--- src/logic/sbc_spi_pkg.sv ---
// Constants, types and register attribute tables for the serial register bank
// Behaviour
// - Frame is sixteen bits: address, mode, data
// - Data byte sits in frame bits eight-fifteen
// - Mode bit zero only reads the register
// - Mode bit one writes whole data byte
// - Reserved bits always read back as zero
// - Read-only bits ignore any write data
// - Read/write bits hold last written value
// - Hardware-modifiable bits take master and hardware updates
// - Control bits change only by writes, except hardware
// - Reset or soft reset loads power-on values
// - Restart loads restart values, don't-care bits kept
// - One whole register per command, never parts
// - Status write with mode one clears bits
// - Level, identifier, selective wake status not clearable
// - New setting visible on next command only
// - Commands ignored while restart is active
package sbc_spi_pkg;

   // ****************************************
   // Frame layout
   // ****************************************
   localparam int FRAME_BITS = 16;
   localparam int ACCESS_POS = 7;
   localparam int DATA_POS = 8;
   localparam int CTRL_REGS = 64;
   localparam int STAT_REGS = 22;
   localparam int LIVE_REGS = 5;

   // ****************************************
   // Addresses that logic refers to by name
   // ****************************************
   localparam logic [6:0] ADDR_MODE_SUPPLY = 7'h01;
   localparam logic [6:0] ADDR_WATCHDOG = 7'h03;
   localparam logic [6:0] ADDR_BUS_FIRST = 7'h04;
   localparam logic [6:0] ADDR_BUS_SECOND = 7'h05;
   localparam logic [6:0] ADDR_SUP_SECOND = 7'h40;
   localparam logic [6:0] ADDR_SUP_FIRST = 7'h41;
   localparam logic [6:0] ADDR_THERMAL = 7'h42;
   localparam logic [6:0] ADDR_DEVICE = 7'h43;
   localparam logic [6:0] ADDR_BUS_STAT = 7'h44;
   localparam logic [6:0] ADDR_WAKE_FIRST = 7'h46;
   localparam logic [6:0] ADDR_WAKE_SECOND = 7'h47;
   localparam logic [6:0] ADDR_WAKE_LEVEL = 7'h48;
   localparam logic [6:0] ADDR_SW_OVERLOAD = 7'h54;
   localparam logic [6:0] ADDR_SW_OPEN_LOAD = 7'h55;
   localparam logic [6:0] ADDR_SWK_STATUS = 7'h70;
   localparam logic [6:0] ADDR_SWK_ERR_COUNT = 7'h71;
   localparam logic [6:0] ADDR_CDR_STAT_FIRST = 7'h72;
   localparam logic [6:0] ADDR_CDR_STAT_SECOND = 7'h73;
   localparam logic [6:0] ADDR_FAMILY_ID = 7'h7e;
   localparam logic [6:0] ADDR_UNMAPPED = 7'h7f;
   localparam logic [6:0] STAT_BASE = 7'h40;

   // Readable bits of the live registers, index order as the addresses above
   localparam logic [LIVE_REGS-1:0][7:0] LIVE_MASK = {8'hf0, 8'hff, 8'h3f, 8'h4f, 8'hf7};

   // ****************************************
   // Types
   // ****************************************
   typedef struct packed {
      logic exists;
      logic [7:0] wmask;
      logic [7:0] hwmask;
      logic [7:0] por;
      logic [7:0] keep;
      logic [7:0] rst;
   } reg_attr_type;

   typedef struct packed {
      logic valid;
      logic [6:0] addr;
      logic [7:0] data;
   } hw_upd_type;

   typedef struct packed {
      logic valid;
      logic write;
      logic [6:0] addr;
   } cmd_event_type;

   typedef enum {ST_IDLE, ST_FRAME, ST_IGNORE} link_state_type;

   // Control register attributes; keep marks bits unchanged by restart
   function automatic reg_attr_type ctrl_attr(input logic [5:0] idx);
      reg_attr_type a;
      a = '{exists: 1'b1, wmask: 8'hff, hwmask: 8'h00, por: 8'h00, keep: 8'hff, rst: 8'h00};
      case (idx)
         6'h01: begin a.hwmask = 8'hfc; a.keep = 8'h23; end
         6'h02: begin a.wmask = 8'hfb; a.hwmask = 8'h20; a.keep = 8'hd9; end
         6'h03: begin a.wmask = 8'hf7; a.hwmask = 8'h47; a.por = 8'h14; a.keep = 8'hb0; a.rst = 8'h04; end
         6'h04: begin a.wmask = 8'h07; a.hwmask = 8'h03; a.keep = 8'h07; end
         6'h06: a.wmask = 8'he4;
         6'h07: a.wmask = 8'ha7;
         6'h08, 6'h09, 6'h22, 6'h34: a.wmask = 8'h3f;
         6'h0c, 6'h0d, 6'h11, 6'h12: a.wmask = 8'h77;
         6'h10: a.wmask = 8'h60;
         6'h1c: a.wmask = 8'h05;
         6'h20: a.wmask = 8'hf1;
         6'h26: a.wmask = 8'h7f;
         6'h2a: a.wmask = 8'h7d;
         6'h2b: a.wmask = 8'h0f;
         6'h3c: a.wmask = 8'h0d;
         6'h3d: a.wmask = 8'h03;
         6'h05, 6'h17, 6'h18, 6'h19, 6'h1e, 6'h21, 6'h23, 6'h24, 6'h25, 6'h27, 6'h28, 6'h29,
         6'h2c, 6'h2d, 6'h2e, 6'h2f, 6'h30, 6'h31, 6'h32, 6'h33: a.wmask = 8'hff;
         default: a.exists = 1'b0;
      endcase
      return a;
   endfunction : ctrl_attr

   // Clearable status bits; wmask holds the clearable set
   function automatic reg_attr_type stat_attr(input logic [4:0] idx);
      reg_attr_type a;
      a = '{exists: 1'b1, wmask: 8'h00, hwmask: 8'h00, por: 8'h00, keep: 8'hff, rst: 8'h00};
      case (idx)
         5'h00: a.wmask = 8'h5f;
         5'h01: a.wmask = 8'hff;
         5'h02: a.wmask = 8'h07;
         5'h03: a.wmask = 8'hcf;
         5'h04: a.wmask = 8'h1f;
         5'h05: a.wmask = 8'h00;
         5'h06: a.wmask = 8'h37;
         5'h07: a.wmask = 8'h30;
         5'h14, 5'h15: a.wmask = 8'h0f;
         default: a.exists = 1'b0;
      endcase
      return a;
   endfunction : stat_attr

   // Address falls inside the status register window
   function automatic logic in_stat(input logic [6:0] a);
      return (a[6:5] == 2'b10) && (a[4:0] < 5'(STAT_REGS));
   endfunction : in_stat

endpackage : sbc_spi_pkg

--- src/logic/sbc_spi_regs.sv ---
// Serial command decoder and control/status register bank
`timescale 1ns/1ps
module sbc_spi_regs
   import sbc_spi_pkg::*;
#(
   parameter logic [7:0] FAMILY_ID = 8'h5a // Arbitrary value
)
(
   // Clock and reset
   input wire logic clk,
   input wire logic rst_n,
   // Serial link pins
   input wire logic spi_cs_n,
   input wire logic spi_clk,
   input wire logic spi_din,
   output logic spi_dout,
   output logic spi_dout_oe,
   // Device mode
   input wire logic soft_reset,
   input wire logic restart_active,
   // Hardware side
   input wire hw_upd_type hw_upd,
   input wire logic [STAT_REGS-1:0][7:0] stat_set,
   input wire logic [LIVE_REGS-1:0][7:0] live_status,
   // Register contents
   output logic [CTRL_REGS-1:0][7:0] ctrl_q,
   output logic [7:0] status_field,
   output cmd_event_type cmd_event
);

   // ****************************************
   // Declarations
   // ****************************************
   logic [2:0] pin_s1_r;
   logic [2:0] pin_s2_r;
   logic sclk_d_r;
   logic [LIVE_REGS-1:0][7:0] live_s1_r;
   logic [LIVE_REGS-1:0][7:0] live_s2_r;
   logic cs_idle;
   logic sclk_lvl;
   logic din_lvl;
   logic sclk_rise;
   logic sclk_fall;
   link_state_type state_r;
   logic [4:0] cnt_r;
   logic [FRAME_BITS-1:0] rx_r;
   logic [7:0] rd_byte_r;
   logic [7:0] field_r;
   logic [7:0] status_field_r;
   logic [7:0] status_field_nxt;
   logic sdo_r;
   logic restart_d_r;
   logic restart_rise;
   logic commit;
   logic wr_hit;
   logic [6:0] wr_addr;
   logic [7:0] wr_data;
   logic [6:0] rd_addr;
   logic [7:0] rd_data;
   reg_attr_type rd_ca;
   reg_attr_type rd_sa;
   logic [CTRL_REGS-1:0][7:0] ctrl_r;
   logic [STAT_REGS-1:0][7:0] stat_r;
   cmd_event_type cmd_event_r;

   // ****************************************
   // Pin synchronisers
   // ****************************************
   // Two stages before any logic looks at a pin
   // Reset to the idle pin levels (select high, clock low) so no false clock edge follows reset
   always_ff @(posedge clk)
   begin
      if (!rst_n)
      begin
         pin_s1_r <= 3'h4;
         pin_s2_r <= 3'h4;
         sclk_d_r <= 1'b0;
      end
      else
      begin
         pin_s1_r <= {spi_cs_n, spi_clk, spi_din};
         pin_s2_r <= pin_s1_r;
         sclk_d_r <= pin_s2_r[1];
      end
   end

   // Live level and selective wake status come from outside the clock domain
   always_ff @(posedge clk)
   begin
      if (!rst_n)
      begin
         live_s1_r <= '0;
         live_s2_r <= '0;
      end
      else
      begin
         live_s1_r <= live_status;
         live_s2_r <= live_s1_r;
      end
   end

   assign cs_idle = pin_s2_r[2];
   assign sclk_lvl = pin_s2_r[1];
   assign din_lvl = pin_s2_r[0];
   // Edge finding; link clock at 64 ns gives eight samples per period
   assign sclk_rise = sclk_lvl & ~sclk_d_r;
   assign sclk_fall = ~sclk_lvl & sclk_d_r;
   assign restart_rise = restart_active & ~restart_d_r;

   // Frame accepted only with exactly sixteen clocks and chip select back high
   assign commit = (state_r == ST_FRAME) && cs_idle && (cnt_r == 5'(FRAME_BITS)) && !restart_active;
   assign wr_hit = commit && rx_r[ACCESS_POS];
   assign wr_addr = rx_r[6:0];
   assign wr_data = rx_r[FRAME_BITS-1:DATA_POS];

   // ****************************************
   // Link state machine
   // ****************************************
   // Restart aborts any frame; the rest is dropped until chip select is high and restart has ended
   always_ff @(posedge clk)
   begin
      if (!rst_n)
      begin
         state_r <= ST_IDLE;
         cnt_r <= '0;
         rx_r <= '0;
      end
      else
      begin
         case (state_r)
            ST_IDLE:
            begin
               if (!cs_idle)
               begin
                  state_r <= restart_active ? ST_IGNORE : ST_FRAME;
                  cnt_r <= '0;
                  rx_r <= '0;
               end
            end
            ST_FRAME:
            begin
               if (restart_active)
                  state_r <= ST_IGNORE;
               else if (cs_idle)
                  state_r <= ST_IDLE;
               else if (sclk_rise && cnt_r <= 5'(FRAME_BITS))
               begin
                  // Counter parks one past the frame so long frames are refused
                  if (cnt_r < 5'(FRAME_BITS))
                     rx_r[cnt_r[3:0]] <= din_lvl;
                  cnt_r <= cnt_r + 5'd1;
               end
            end
            ST_IGNORE:
            begin
               if (cs_idle && !restart_active)
                  state_r <= ST_IDLE;
            end
            default: state_r <= ST_IDLE;
         endcase
      end
   end

   // ****************************************
   // Read data path
   // ****************************************
   // Address is complete once seven bits are in
   always_comb
   begin
      rd_addr = rx_r[6:0];
      rd_data = '0;
      rd_ca = ctrl_attr(rd_addr[5:0]);
      rd_sa = stat_attr(rd_addr[4:0]);
      if (!rd_addr[6])
      begin
         if (rd_ca.exists)
            rd_data = ctrl_r[rd_addr[5:0]] & (rd_ca.wmask | rd_ca.hwmask);
      end
      else
      begin
         case (rd_addr)
            ADDR_WAKE_LEVEL: rd_data = live_s2_r[0] & LIVE_MASK[0];
            ADDR_SWK_STATUS: rd_data = live_s2_r[1] & LIVE_MASK[1];
            ADDR_SWK_ERR_COUNT: rd_data = live_s2_r[2] & LIVE_MASK[2];
            ADDR_CDR_STAT_FIRST: rd_data = live_s2_r[3] & LIVE_MASK[3];
            ADDR_CDR_STAT_SECOND: rd_data = live_s2_r[4] & LIVE_MASK[4];
            ADDR_FAMILY_ID: rd_data = FAMILY_ID;
            default:
            begin
               if (in_stat(rd_addr) && rd_sa.exists)
                  rd_data = stat_r[rd_addr[4:0]] & rd_sa.wmask;
            end
         endcase
      end
   end

   // Old content is captured before any write lands, so a new setting shows next frame
   always_ff @(posedge clk)
   begin
      if (!rst_n)
         rd_byte_r <= '0;
      else if (state_r == ST_IDLE && !cs_idle)
         rd_byte_r <= '0;
      else if (state_r == ST_FRAME && sclk_rise && cnt_r == 5'(ACCESS_POS))
         rd_byte_r <= rd_data;
   end

   // Compressed status summary: eight bits over nine status registers, both wake registers on bit 4
   always_comb
   begin
      status_field_nxt[0] = |stat_r[ADDR_SUP_FIRST[4:0]];
      status_field_nxt[1] = |stat_r[ADDR_THERMAL[4:0]];
      status_field_nxt[2] = |stat_r[ADDR_DEVICE[4:0]];
      status_field_nxt[3] = |stat_r[ADDR_BUS_STAT[4:0]];
      status_field_nxt[4] = |(stat_r[ADDR_WAKE_FIRST[4:0]] | stat_r[ADDR_WAKE_SECOND[4:0]]);
      status_field_nxt[5] = |stat_r[ADDR_SUP_SECOND[4:0]];
      status_field_nxt[6] = |stat_r[ADDR_SW_OVERLOAD[4:0]];
      status_field_nxt[7] = |stat_r[ADDR_SW_OPEN_LOAD[4:0]];
   end

   // Summary frozen at frame start so the low byte is coherent
   always_ff @(posedge clk)
   begin
      if (!rst_n)
      begin
         status_field_r <= '0;
         field_r <= '0;
      end
      else
      begin
         status_field_r <= status_field_nxt;
         if (state_r == ST_IDLE && !cs_idle)
            field_r <= status_field_r;
      end
   end

   // Serial out, least significant bit first, changed on falling link clock
   always_ff @(posedge clk)
   begin
      if (!rst_n)
         sdo_r <= 1'b0;
      else if (state_r == ST_IDLE && !cs_idle)
         sdo_r <= status_field_r[0];
      else if (state_r == ST_FRAME && sclk_fall && cnt_r != '0 && cnt_r < 5'(FRAME_BITS))
         sdo_r <= (cnt_r < 5'(DATA_POS)) ? field_r[cnt_r[2:0]] : rd_byte_r[cnt_r[2:0]];
   end

   assign spi_dout = sdo_r;
   assign spi_dout_oe = (state_r == ST_FRAME);

   // ****************************************
   // Control registers
   // ****************************************
   // Hardware update lands after the master write, so the latest value wins
   always_ff @(posedge clk)
   begin
      if (!rst_n || soft_reset)
      begin
         for (int i = 0; i < CTRL_REGS; i++)
            ctrl_r[i] <= ctrl_attr(6'(i)).por;
      end
      else if (restart_rise)
      begin
         for (int i = 0; i < CTRL_REGS; i++)
            ctrl_r[i] <= (ctrl_r[i] & ctrl_attr(6'(i)).keep) | (ctrl_attr(6'(i)).rst & ~ctrl_attr(6'(i)).keep);
      end
      else
      begin
         for (int i = 0; i < CTRL_REGS; i++)
         begin
            automatic logic [7:0] v = ctrl_r[i];
            automatic reg_attr_type a = ctrl_attr(6'(i));
            if (wr_hit && !wr_addr[6] && wr_addr[5:0] == 6'(i) && a.exists)
               v = (v & ~a.wmask) | (wr_data & a.wmask);
            if (hw_upd.valid && !hw_upd.addr[6] && hw_upd.addr[5:0] == 6'(i))
               v = (v & ~a.hwmask) | (hw_upd.data & a.hwmask);
            ctrl_r[i] <= v;
         end
      end
   end

   assign ctrl_q = ctrl_r;

   // ****************************************
   // Status registers
   // ****************************************
   // A set in the clearing cycle survives; restart leaves flags alone
   always_ff @(posedge clk)
   begin
      if (!rst_n || soft_reset)
         stat_r <= '0;
      else
      begin
         for (int i = 0; i < STAT_REGS; i++)
         begin
            automatic logic [7:0] v = stat_r[i];
            automatic reg_attr_type a = stat_attr(5'(i));
            if (wr_hit && in_stat(wr_addr) && wr_addr[4:0] == 5'(i))
               v = v & ~a.wmask;
            stat_r[i] <= v | (stat_set[i] & a.wmask);
         end
      end
   end

   // ****************************************
   // Command event and restart edge
   // ****************************************
   always_ff @(posedge clk)
   begin
      if (!rst_n)
      begin
         cmd_event_r <= '0;
         restart_d_r <= 1'b0;
      end
      else
      begin
         cmd_event_r <= '{valid: commit, write: rx_r[ACCESS_POS], addr: wr_addr};
         restart_d_r <= restart_active;
      end
   end

   assign cmd_event = cmd_event_r;
   assign status_field = status_field_r;
endmodule : sbc_spi_regs

--- config.mk ---
export PLATFORM = sky130hd
export DESIGN_NAME = sbc_spi_regs
export DESIGN_NICKNAME = d
export VERILOG_FILES = /design/src/logic/sbc_spi_pkg.sv /design/src/logic/sbc_spi_regs.sv
export SDC_FILE = /design/constraint.sdc
export NUM_CORES = 1
export LEC_CHECK = 0
export BUFFER_PORTS_ARGS = -buffer_cell sky130_fd_sc_hd__buf_2
export CAP_MARGIN = 0
export CORE_AREA = 2 2 295 297
export CTS_CLUSTER_DIAMETER = 40
export DETAILED_ROUTE_END_ITERATION = 6
export DIE_AREA = 0 0 297 299
export PLACE_DENSITY = 0.47
export SYNTH_ARGS = -nofsm -noshare
export SYNTH_HDL_FRONTEND = slang
export SYNTH_SLANG_ARGS = --single-unit
--- constraint.sdc ---
create_clock -name clk -period 2.4 [get_ports clk]
set_clock_uncertainty 0.05 [all_clocks]
set_input_delay 0.24 -clock clk [delete_from_list [all_inputs] [get_ports clk]]
set_output_delay 0.24 -clock clk [all_outputs]
set_load 0.01 [all_outputs]
==> results of run 1 <==
[synthesized netlist by cell type (31+ instances only)]
cell type and n:
a21oi_1 185, and2_1 90, buf_4 251, clkbuf_1 117, dfxtp_1 441, mux2_2 31
mux2i_1 203, mux4_2 39, nand2_1 236, nand3_1 127, nor2_1 260, o21ai_0 44
[power groups by stage]
stage          Combinational (mW)  Clock (mW)  Sequential [mW]
6_report                    0.743        12.3             7.51
5_1_grt                     0.809        12.9             7.51
4_1_cts                     0.740        12.5             7.51
3_5_place_dp                0.618           0             7.66
3_3_place_gp                0.618           0             7.66
2_1_floorplan               0.674           0             7.63
[worst max-delay path, delay by kind of cell (launching register included)]
kind	cells	cell delay, ps
multiplexers	2	1080
flip-flops	1	440
buffers and inverters	2	320
AND/OR/NAND/NOR	1	240
AO/OA/AOI/OAI	1	120
[flip-flops by register name (all words and copies together) (netlist names), 3 cells and up]
register / flops
ctrl_q: 273
stat_r: 43
live_s1_r: 30
live_s2_r: 30
rx_r: 16
cmd_event: 9
field_r: 8
rd_byte_r: 8
status_field: 8
cnt_r: 5
pin_s1_r: 3
pin_s2_r: 3
[how the worst max path moves through the flow]
stage,start,endpoint,depth (start not counted)
after floorplan,cnt_r[1]$_SDFFE_PN0P_,ctrl_q[26]$_SDFFE_PP1P_,7
after global placement,rx_r[0]$_SDFFE_PN0P_,rd_byte_r[0]$_SDFFE_PP0P_,7
after detailed placement,rx_r[0]$_SDFFE_PN0P_,rd_byte_r[0]$_SDFFE_PP0P_,7
after CTS,rx_r[0]$_SDFFE_PN0P_,rd_byte_r[5]$_SDFFE_PP0P_,6
after global routing,rx_r[0]$_SDFFE_PN0P_,rd_byte_r[4]$_SDFFE_PP0P_,7
final,rx_r[0]$_SDFFE_PN0P_,rd_byte_r[5]$_SDFFE_PP0P_,6
[layer usage]
metal,wire length [µm],vias to the layer above,part of all wire (%)
met2,43200,793,47
met3,7100,156,7.7
met4,2800,6,3.0
met5,25,-,0.027
met1,39500,9208,43
li1,-,8836,-
[cell type report]
type / instances / area [µm²] / share of cell area (%)
tap: 1155 / 1450 / 5.04
sequential: 441 / 8850 / 30.9
clock buffer: 112 / 2380 / 8.32
timing repair buffer: 682 / 4810 / 16.8
clock inverter: 44 / 569 / 1.99
multi-input combinational: 1711 / 10600 / 36.9
antenna: 1 / 2.50 / 0.00874
inverter: 10 / 37.5 / 0.131
[per-stage QoR]
step,hold WS [ps],power (mW),area [µm²]
floorplan,291,8.30,21800
global placement,356,8.27,24600
detailed placement,350,8.27,24600
CTS,27.8,20.7,28500
global route,56.6,21.2,28600
finish,60.3,20.5,28600
[cells by family (layout without fill, tap and decap cells)]
family,Yosys count,after routing
AOI/OAI and AO/OA,369,369
xor gates and xnor gates,1,1
adders and majority gates,4,4
buffers and inverters,418,848
DFF,441,441
muxes,273,273
other,1,240
and+or+nand+nor,825,825
[cells in the final DEF, fill, tap and decap left out, drive strengths merged, types with 14 or more instances in the layout]
| cell | instances |
|---|---|
| o21ai | 44 |
| conb | 239 |
| nor3 | 19 |
| nor2 | 264 |
| mux4 | 39 |
| nand2b | 14 |
| a21oi | 185 |
| nand2 | 237 |
| nand3 | 128 |
| a221oi | 18 |
| mux2i | 203 |
| clkinv | 20 |
| mux2 | 31 |
| a211oi | 16 |
| buf | 592 |
| dlygate4sd3 | 90 |
| and2 | 91 |
| inv | 18 |
| dfxtp | 441 |
| clkbuf | 112 |
[what timing repair did]
item | CTS | global route
hold endpoints to repair | 93 | 0
setup buffers | 0 | 3
resized for setup | 3 | 27
hold buffers | 90 | 0
pin swaps | 0 | 2
endpoints found under the setup margin | 1 | 59
==> flow_metrics.py, run 1 <==
metrics = {
    "synthesis": {
        "synth-edff-count": 0,
        "synth_compound_area_share_pct": 10.9,
        "synth_area_um2": 20900,
        "synth_cell_types": 81,
        "ys.flop_type": "dfxtp_1",
        "synth_adder_area_share_pct": 0.239,
        "syn_inst": 2332,
        "synth_xor_area_share_pct": 0.0419,
        "synth_top_area_share_pct": 42.2,
        "synthMuxAreaShare_pct": 15.6,
        "netlist_top_cells_area": "dfxtp_1, mux2i_1, buf_4",
        "synth_warnings": 0,
        "yosysTopAreaCell": "dfxtp_1",
        "synth_top_family_by_area": "simple AND/OR/NAND/NOR gates",
        "yosys.area_share.simple_pct": 18.7,
        "synthArstFlopShare_pct": 0,
        "synth_area_per_cell_um2": 8.97,
        "synth-seq-cells": 441,
        "yosysSeqAreaShare_pct": 42.2,
    },
    "min_path": {
        "hold_class": "input port to register",
        "hold_start": "rst_n",
        "hold_end": "ctrl_q[28]$_SDFFE_PP1P_",
        "hold_depth": 3,
    },
    "clock_network": {
        "cts_tree": "yes",
        "cts-root-buf": "clkbuf_16",
        "ctsHtreeMaxLevel": 3,
        "clkSlewWorstSetupHoldPaths_ps": 50,
        "clockBufferDepth": 3,
        "clock_sinks": 441,
        "insertion_delay_ps": 630,
        "cts_buffers": 87,
    },
    "power_and_ir_drop": {
        "combPwrFrac_pct": 3.6,
        "p_sw_mw": 4.72,
        "seqPwrFrac_pct": 36.6,
        "swShare_pct": 23.0,
        "p_leak_nw": 12.4,
        "ir_worst_vdd_mv": 0.460,
        "powerDensity_nw_per_um2": 717,
        "power_frac_clock_pct": 59.8,
        "internal_power_mw": 15.8,
    },
    "cells_and_area": {
        "drive_above_1_share_pct": 28.9,
        "nFillCells": 9087,
        "area_delta_synth_final_pct": 36.9,
        "finalNetCount": 3176,
        "fin_cells": 4156,
        "finish.utilization_pct": 33.3,
    },
    "route": {
        "wl_per_cell_um": 22.3,
        "firstDrtPassIters": 6,
        "num_vias": 19000,
        "routed_via_density": 4.57,
        "drt_iter0_drc": 1444,
        "drtAntennaViolNets": 0,
        "wl_um": 92600,
        "remaining_drc_errors": 0,
    },
    "sta": {
        "setup_slack_ps": 15.4,
        "relSlewSlack_pct": 51.8,
        "fin_tns_setup_ps": 0,
        "tightestPinTransition_ps": 723,
        "clock.fmax_ghz": 0.419,
        "rsz0062_at_grt": "no",
        "hold_violations": 0,
        "setup_viol": 0,
        "fin_crit_ps": 2380,
        "slew_violations": 0,
        "finalCritPeriodShare_pct": 99.4,
    },
    "global_route": {
        "gr-usage-met1_pct": 25.8,
        "grt_pass1_wl_um": 131000,
        "globalRoute.totalOverflow": 0,
        "grt_pass1_vias": 18200,
        "grt_start_max_net_pins": 94,
        "top_usage_layer": "met2",
        "met3_usage_pct": 4.97,
        "antenna_found_initial": 4,
        "grtUsageMet2_pct": 32.4,
        "grt_usage_pct": 20.0,
    },
    "worst_setup_path": {
        "endpoint_kind": "register",
        "r2r_cells": 6,
        "r2r-end": "rd_byte_r[5]$_SDFFE_PP0P_",
        "r2r-start": "rx_r[0]$_SDFFE_PN0P_",
        "slowest_stage": "mux4_2",
        "slowest_delay_ps": 570,
        "cp.arrival_ps": 2830,
        "critPathLaunchType": "register",
        "path_cells": "buf_12 > buf_12 > mux4_2 > mux4_2 > nor2_1 > o41ai_2",
        "required_ps": 2850,
        "cp_max_fo": 8,
        "reg2reg_slack_ps": 20,
        "critPathKind": "register to register",
    },
    "placement": {
        "dp_slack_ps": -60.8,
        "dpl.hpwl_um": 70000,
        "gp_congestion": 0.860,
        "placedCellCount": 3906,
        "io_buffers": 387,
    },
    "die": {
        "initial_utilization_pct": 24.3,
        "io_pins": 770,
        "rows": 108,
        "dieArea_um2": 88800,
        "die_x_um": 297,
        "die_h_um": 299,
        "core_area_um2": 85900,
    },
    "run_status": {
        "status": "complete, no violations",
    },
    "flow_run": {
        "maxCapViolCount": 0,
    },
}
Note: power is estimated with default switching activity, not from simulation.
==> inputs of run 2 (changes only) <==
==> constraint.sdc (replaced) <==
create_clock -name clk -period 3 [get_ports clk]
set_clock_uncertainty 0.05 [all_clocks]
set_input_delay 0.3 -clock clk [delete_from_list [all_inputs] [get_ports clk]]
set_output_delay 0.3 -clock clk [all_outputs]
set_load 0.01 [all_outputs]
==> flow_metrics.py, run 2 (synthesized netlist as in run 1, its figures left out) <==
metrics = {
    "cells_and_area": {
        "n_antenna_cell": 0,
        "area_delta_synth_final_pct": 32.9,
        "fin_cells": 4089,
        "finalNetCount": 3104,
        "final_area_um2": 27800,
        "final_common_cell": "dfxtp_1",
        "nFillCells": 9091,
        "largest_register_ffs": 273,
        "drive_above_1_share_pct": 27.0,
        "layout_common_cells": "dfxtp_1, buf_2, nor2_1, conb_1, nand2_1",
        "finish.utilization_pct": 32.4,
    },
    "power_and_ir_drop": {
        "p_leak_nw": 12.0,
        "ir_worst_vdd_mv": 0.416,
        "powerDensity_nw_per_um2": 603,
    },
    "sta": {
        "whs_ps": 57.6,
        "clock.fmax_ghz": 0.358,
        "tightestPinTransition_ps": 888,
        "fin_tns_setup_ps": 0,
        "setup_viol": 0,
        "finalCritPeriodShare_pct": 93.0,
        "rsz0062_at_grt": "no",
        "hold_violations": 0,
        "fin_crit_ps": 2790,
        "relSlewSlack_pct": 40.4,
        "slew_violations": 0,
    },
    "worst_setup_path": {
        "cp_max_fo": 24,
        "critPathTopFamily": "compound AO/OA/AOI/OAI gates",
        "slowest_delay_ps": 600,
        "required_ps": 3460,
        "critPathKind": "register to register",
        "path_cells": "buf_12 > mux4_2 > and2_1 > a211oi_1 > nor3_1 > nor4b_1 > o221a_2",
        "endpoint_kind": "register",
        "slowest_stage": "dfxtp_4",
        "path_buf_inv": 1,
        "cp.arrival_ps": 3250,
        "critPathLaunchType": "register",
    },
    "die": {
        "rows": 108,
        "dieArea_um2": 88800,
        "io_pins": 770,
        "initial_utilization_pct": 24.3,
        "die_x_um": 297,
        "core_area_um2": 85900,
        "die_h_um": 299,
    },
    "placement": {
        "postPlaceCellArea_um2": 23900,
        "gp_congestion": 0.827,
        "dpl.hpwl_um": 68600,
        "io_buffers": 387,
        "placedCellCount": 3840,
    },
    "route": {
        "drtAntennaViolNets": 0,
        "wl_um": 91800,
        "wl_per_cell_um": 22.5,
        "remaining_drc_errors": 0,
        "firstDrtPassIters": 5,
        "drt_iter0_drc": 1311,
        "routed_via_density": 4.58,
        "num_vias": 18700,
    },
    "clock_network": {
        "clkSlewWorstSetupHoldPaths_ps": 50,
        "cts-root-buf": "clkbuf_16",
        "cts_tree": "yes",
        "cts_buffers": 86,
        "ctsHtreeMaxLevel": 3,
        "cts_resized": 0,
        "clockBufferDepth": 3,
        "clock_sinks": 441,
        "insertion_delay_ps": 640,
    },
    "global_route": {
        "grt_start_max_net_pins": 81,
        "antenna_found_initial": 1,
        "globalRoute.totalOverflow": 0,
        "grt_usage_pct": 19.8,
        "grt_pass1_wl_um": 129000,
        "grt_pass1_vias": 17500,
    },
    "run_status": {
        "status": "complete, no violations",
    },
    "min_path": {
        "hold_class": "input port to register",
    },
    "flow_run": {
        "maxCapViolCount": 0,
    },
}
## run 2: cell count changes in the layout (fill, tap and decap cells not counted), sizes merged
cell / before / now
dlygate4sd3: 90 / 88
buf: 592 / 523
clkbuf: 112 / 102
clkinv: 20 / 21
clkinvlp: 6 / 11
inv: 18 / 25
bufinv: 10 / 12
diode: 1 / 0
## run 2: final timing paths
path,startpoint,endpoint,slack (ps),cells past startpoint
worst max-delay path,rx_r[0]$_SDFFE_PN0P_,rd_byte_r[0]$_SDFFE_PP0P_,210,7
worst min-delay path,hw_upd[12],ctrl_q[21]$_SDFFE_PP0P_,60,5
worst max register to register,rx_r[0]$_SDFFE_PN0P_,rd_byte_r[0]$_SDFFE_PP0P_,210,7
worst min register to register,pin_s1_r[2]$_SDFF_PN1_,pin_s2_r[2]$_SDFF_PN1_,370,1
## run 2: worst min-delay path: stages
cell	delay, ps
buf_2	90
nor3_1	60
nand3b_1	100
mux2i_1	80
nor2_1	80
## run 2: cell type report
type	instances	area, µm²	share of cell area [%]
multi-input combinational	1711	10400	37.5
sequential	441	8840	31.8
tap	1155	1450	5.19
timing repair buffer	611	3980	14.3
inverter	10	37.5	0.135
clock buffer	102	2320	8.35
clock inverter	59	759	2.73
## run 2: stage by stage
stage          total power, mW  setup slack (ps)
2_1_floorplan             6.64               796
3_3_place_gp              6.60               179
3_5_place_dp              6.61               180
4_1_cts                   17.0               161
5_1_grt                   17.3              78.6
6_report                  16.8               209
## run 2: metal layers
layer / global-route usage (%) / part of all wire, % / vias to the layer above
li1: - / - / 8710
met1: 26.1 / 43 / 9148
met2: 32.6 / 48 / 778
met3: 3.79 / 6.4 / 106
met4: 6.42 / 2.6 / 0
met5: 0 / 0 / -
## run 2: report_power, final
part           total (mW)  leakage, nW  switching [mW]  internal [mW]
clock network        10.2         1.49            3.54           6.65
logic               0.575         6.91           0.361          0.214
registers            6.01         3.58          0.0543           5.95
total                16.8         12.0            3.95           12.8
## run 2: what timing repair did
action	in CTS	in global routing
setup buffers	0	0
hold buffers	88	0
endpoints found under the hold margin	92	0
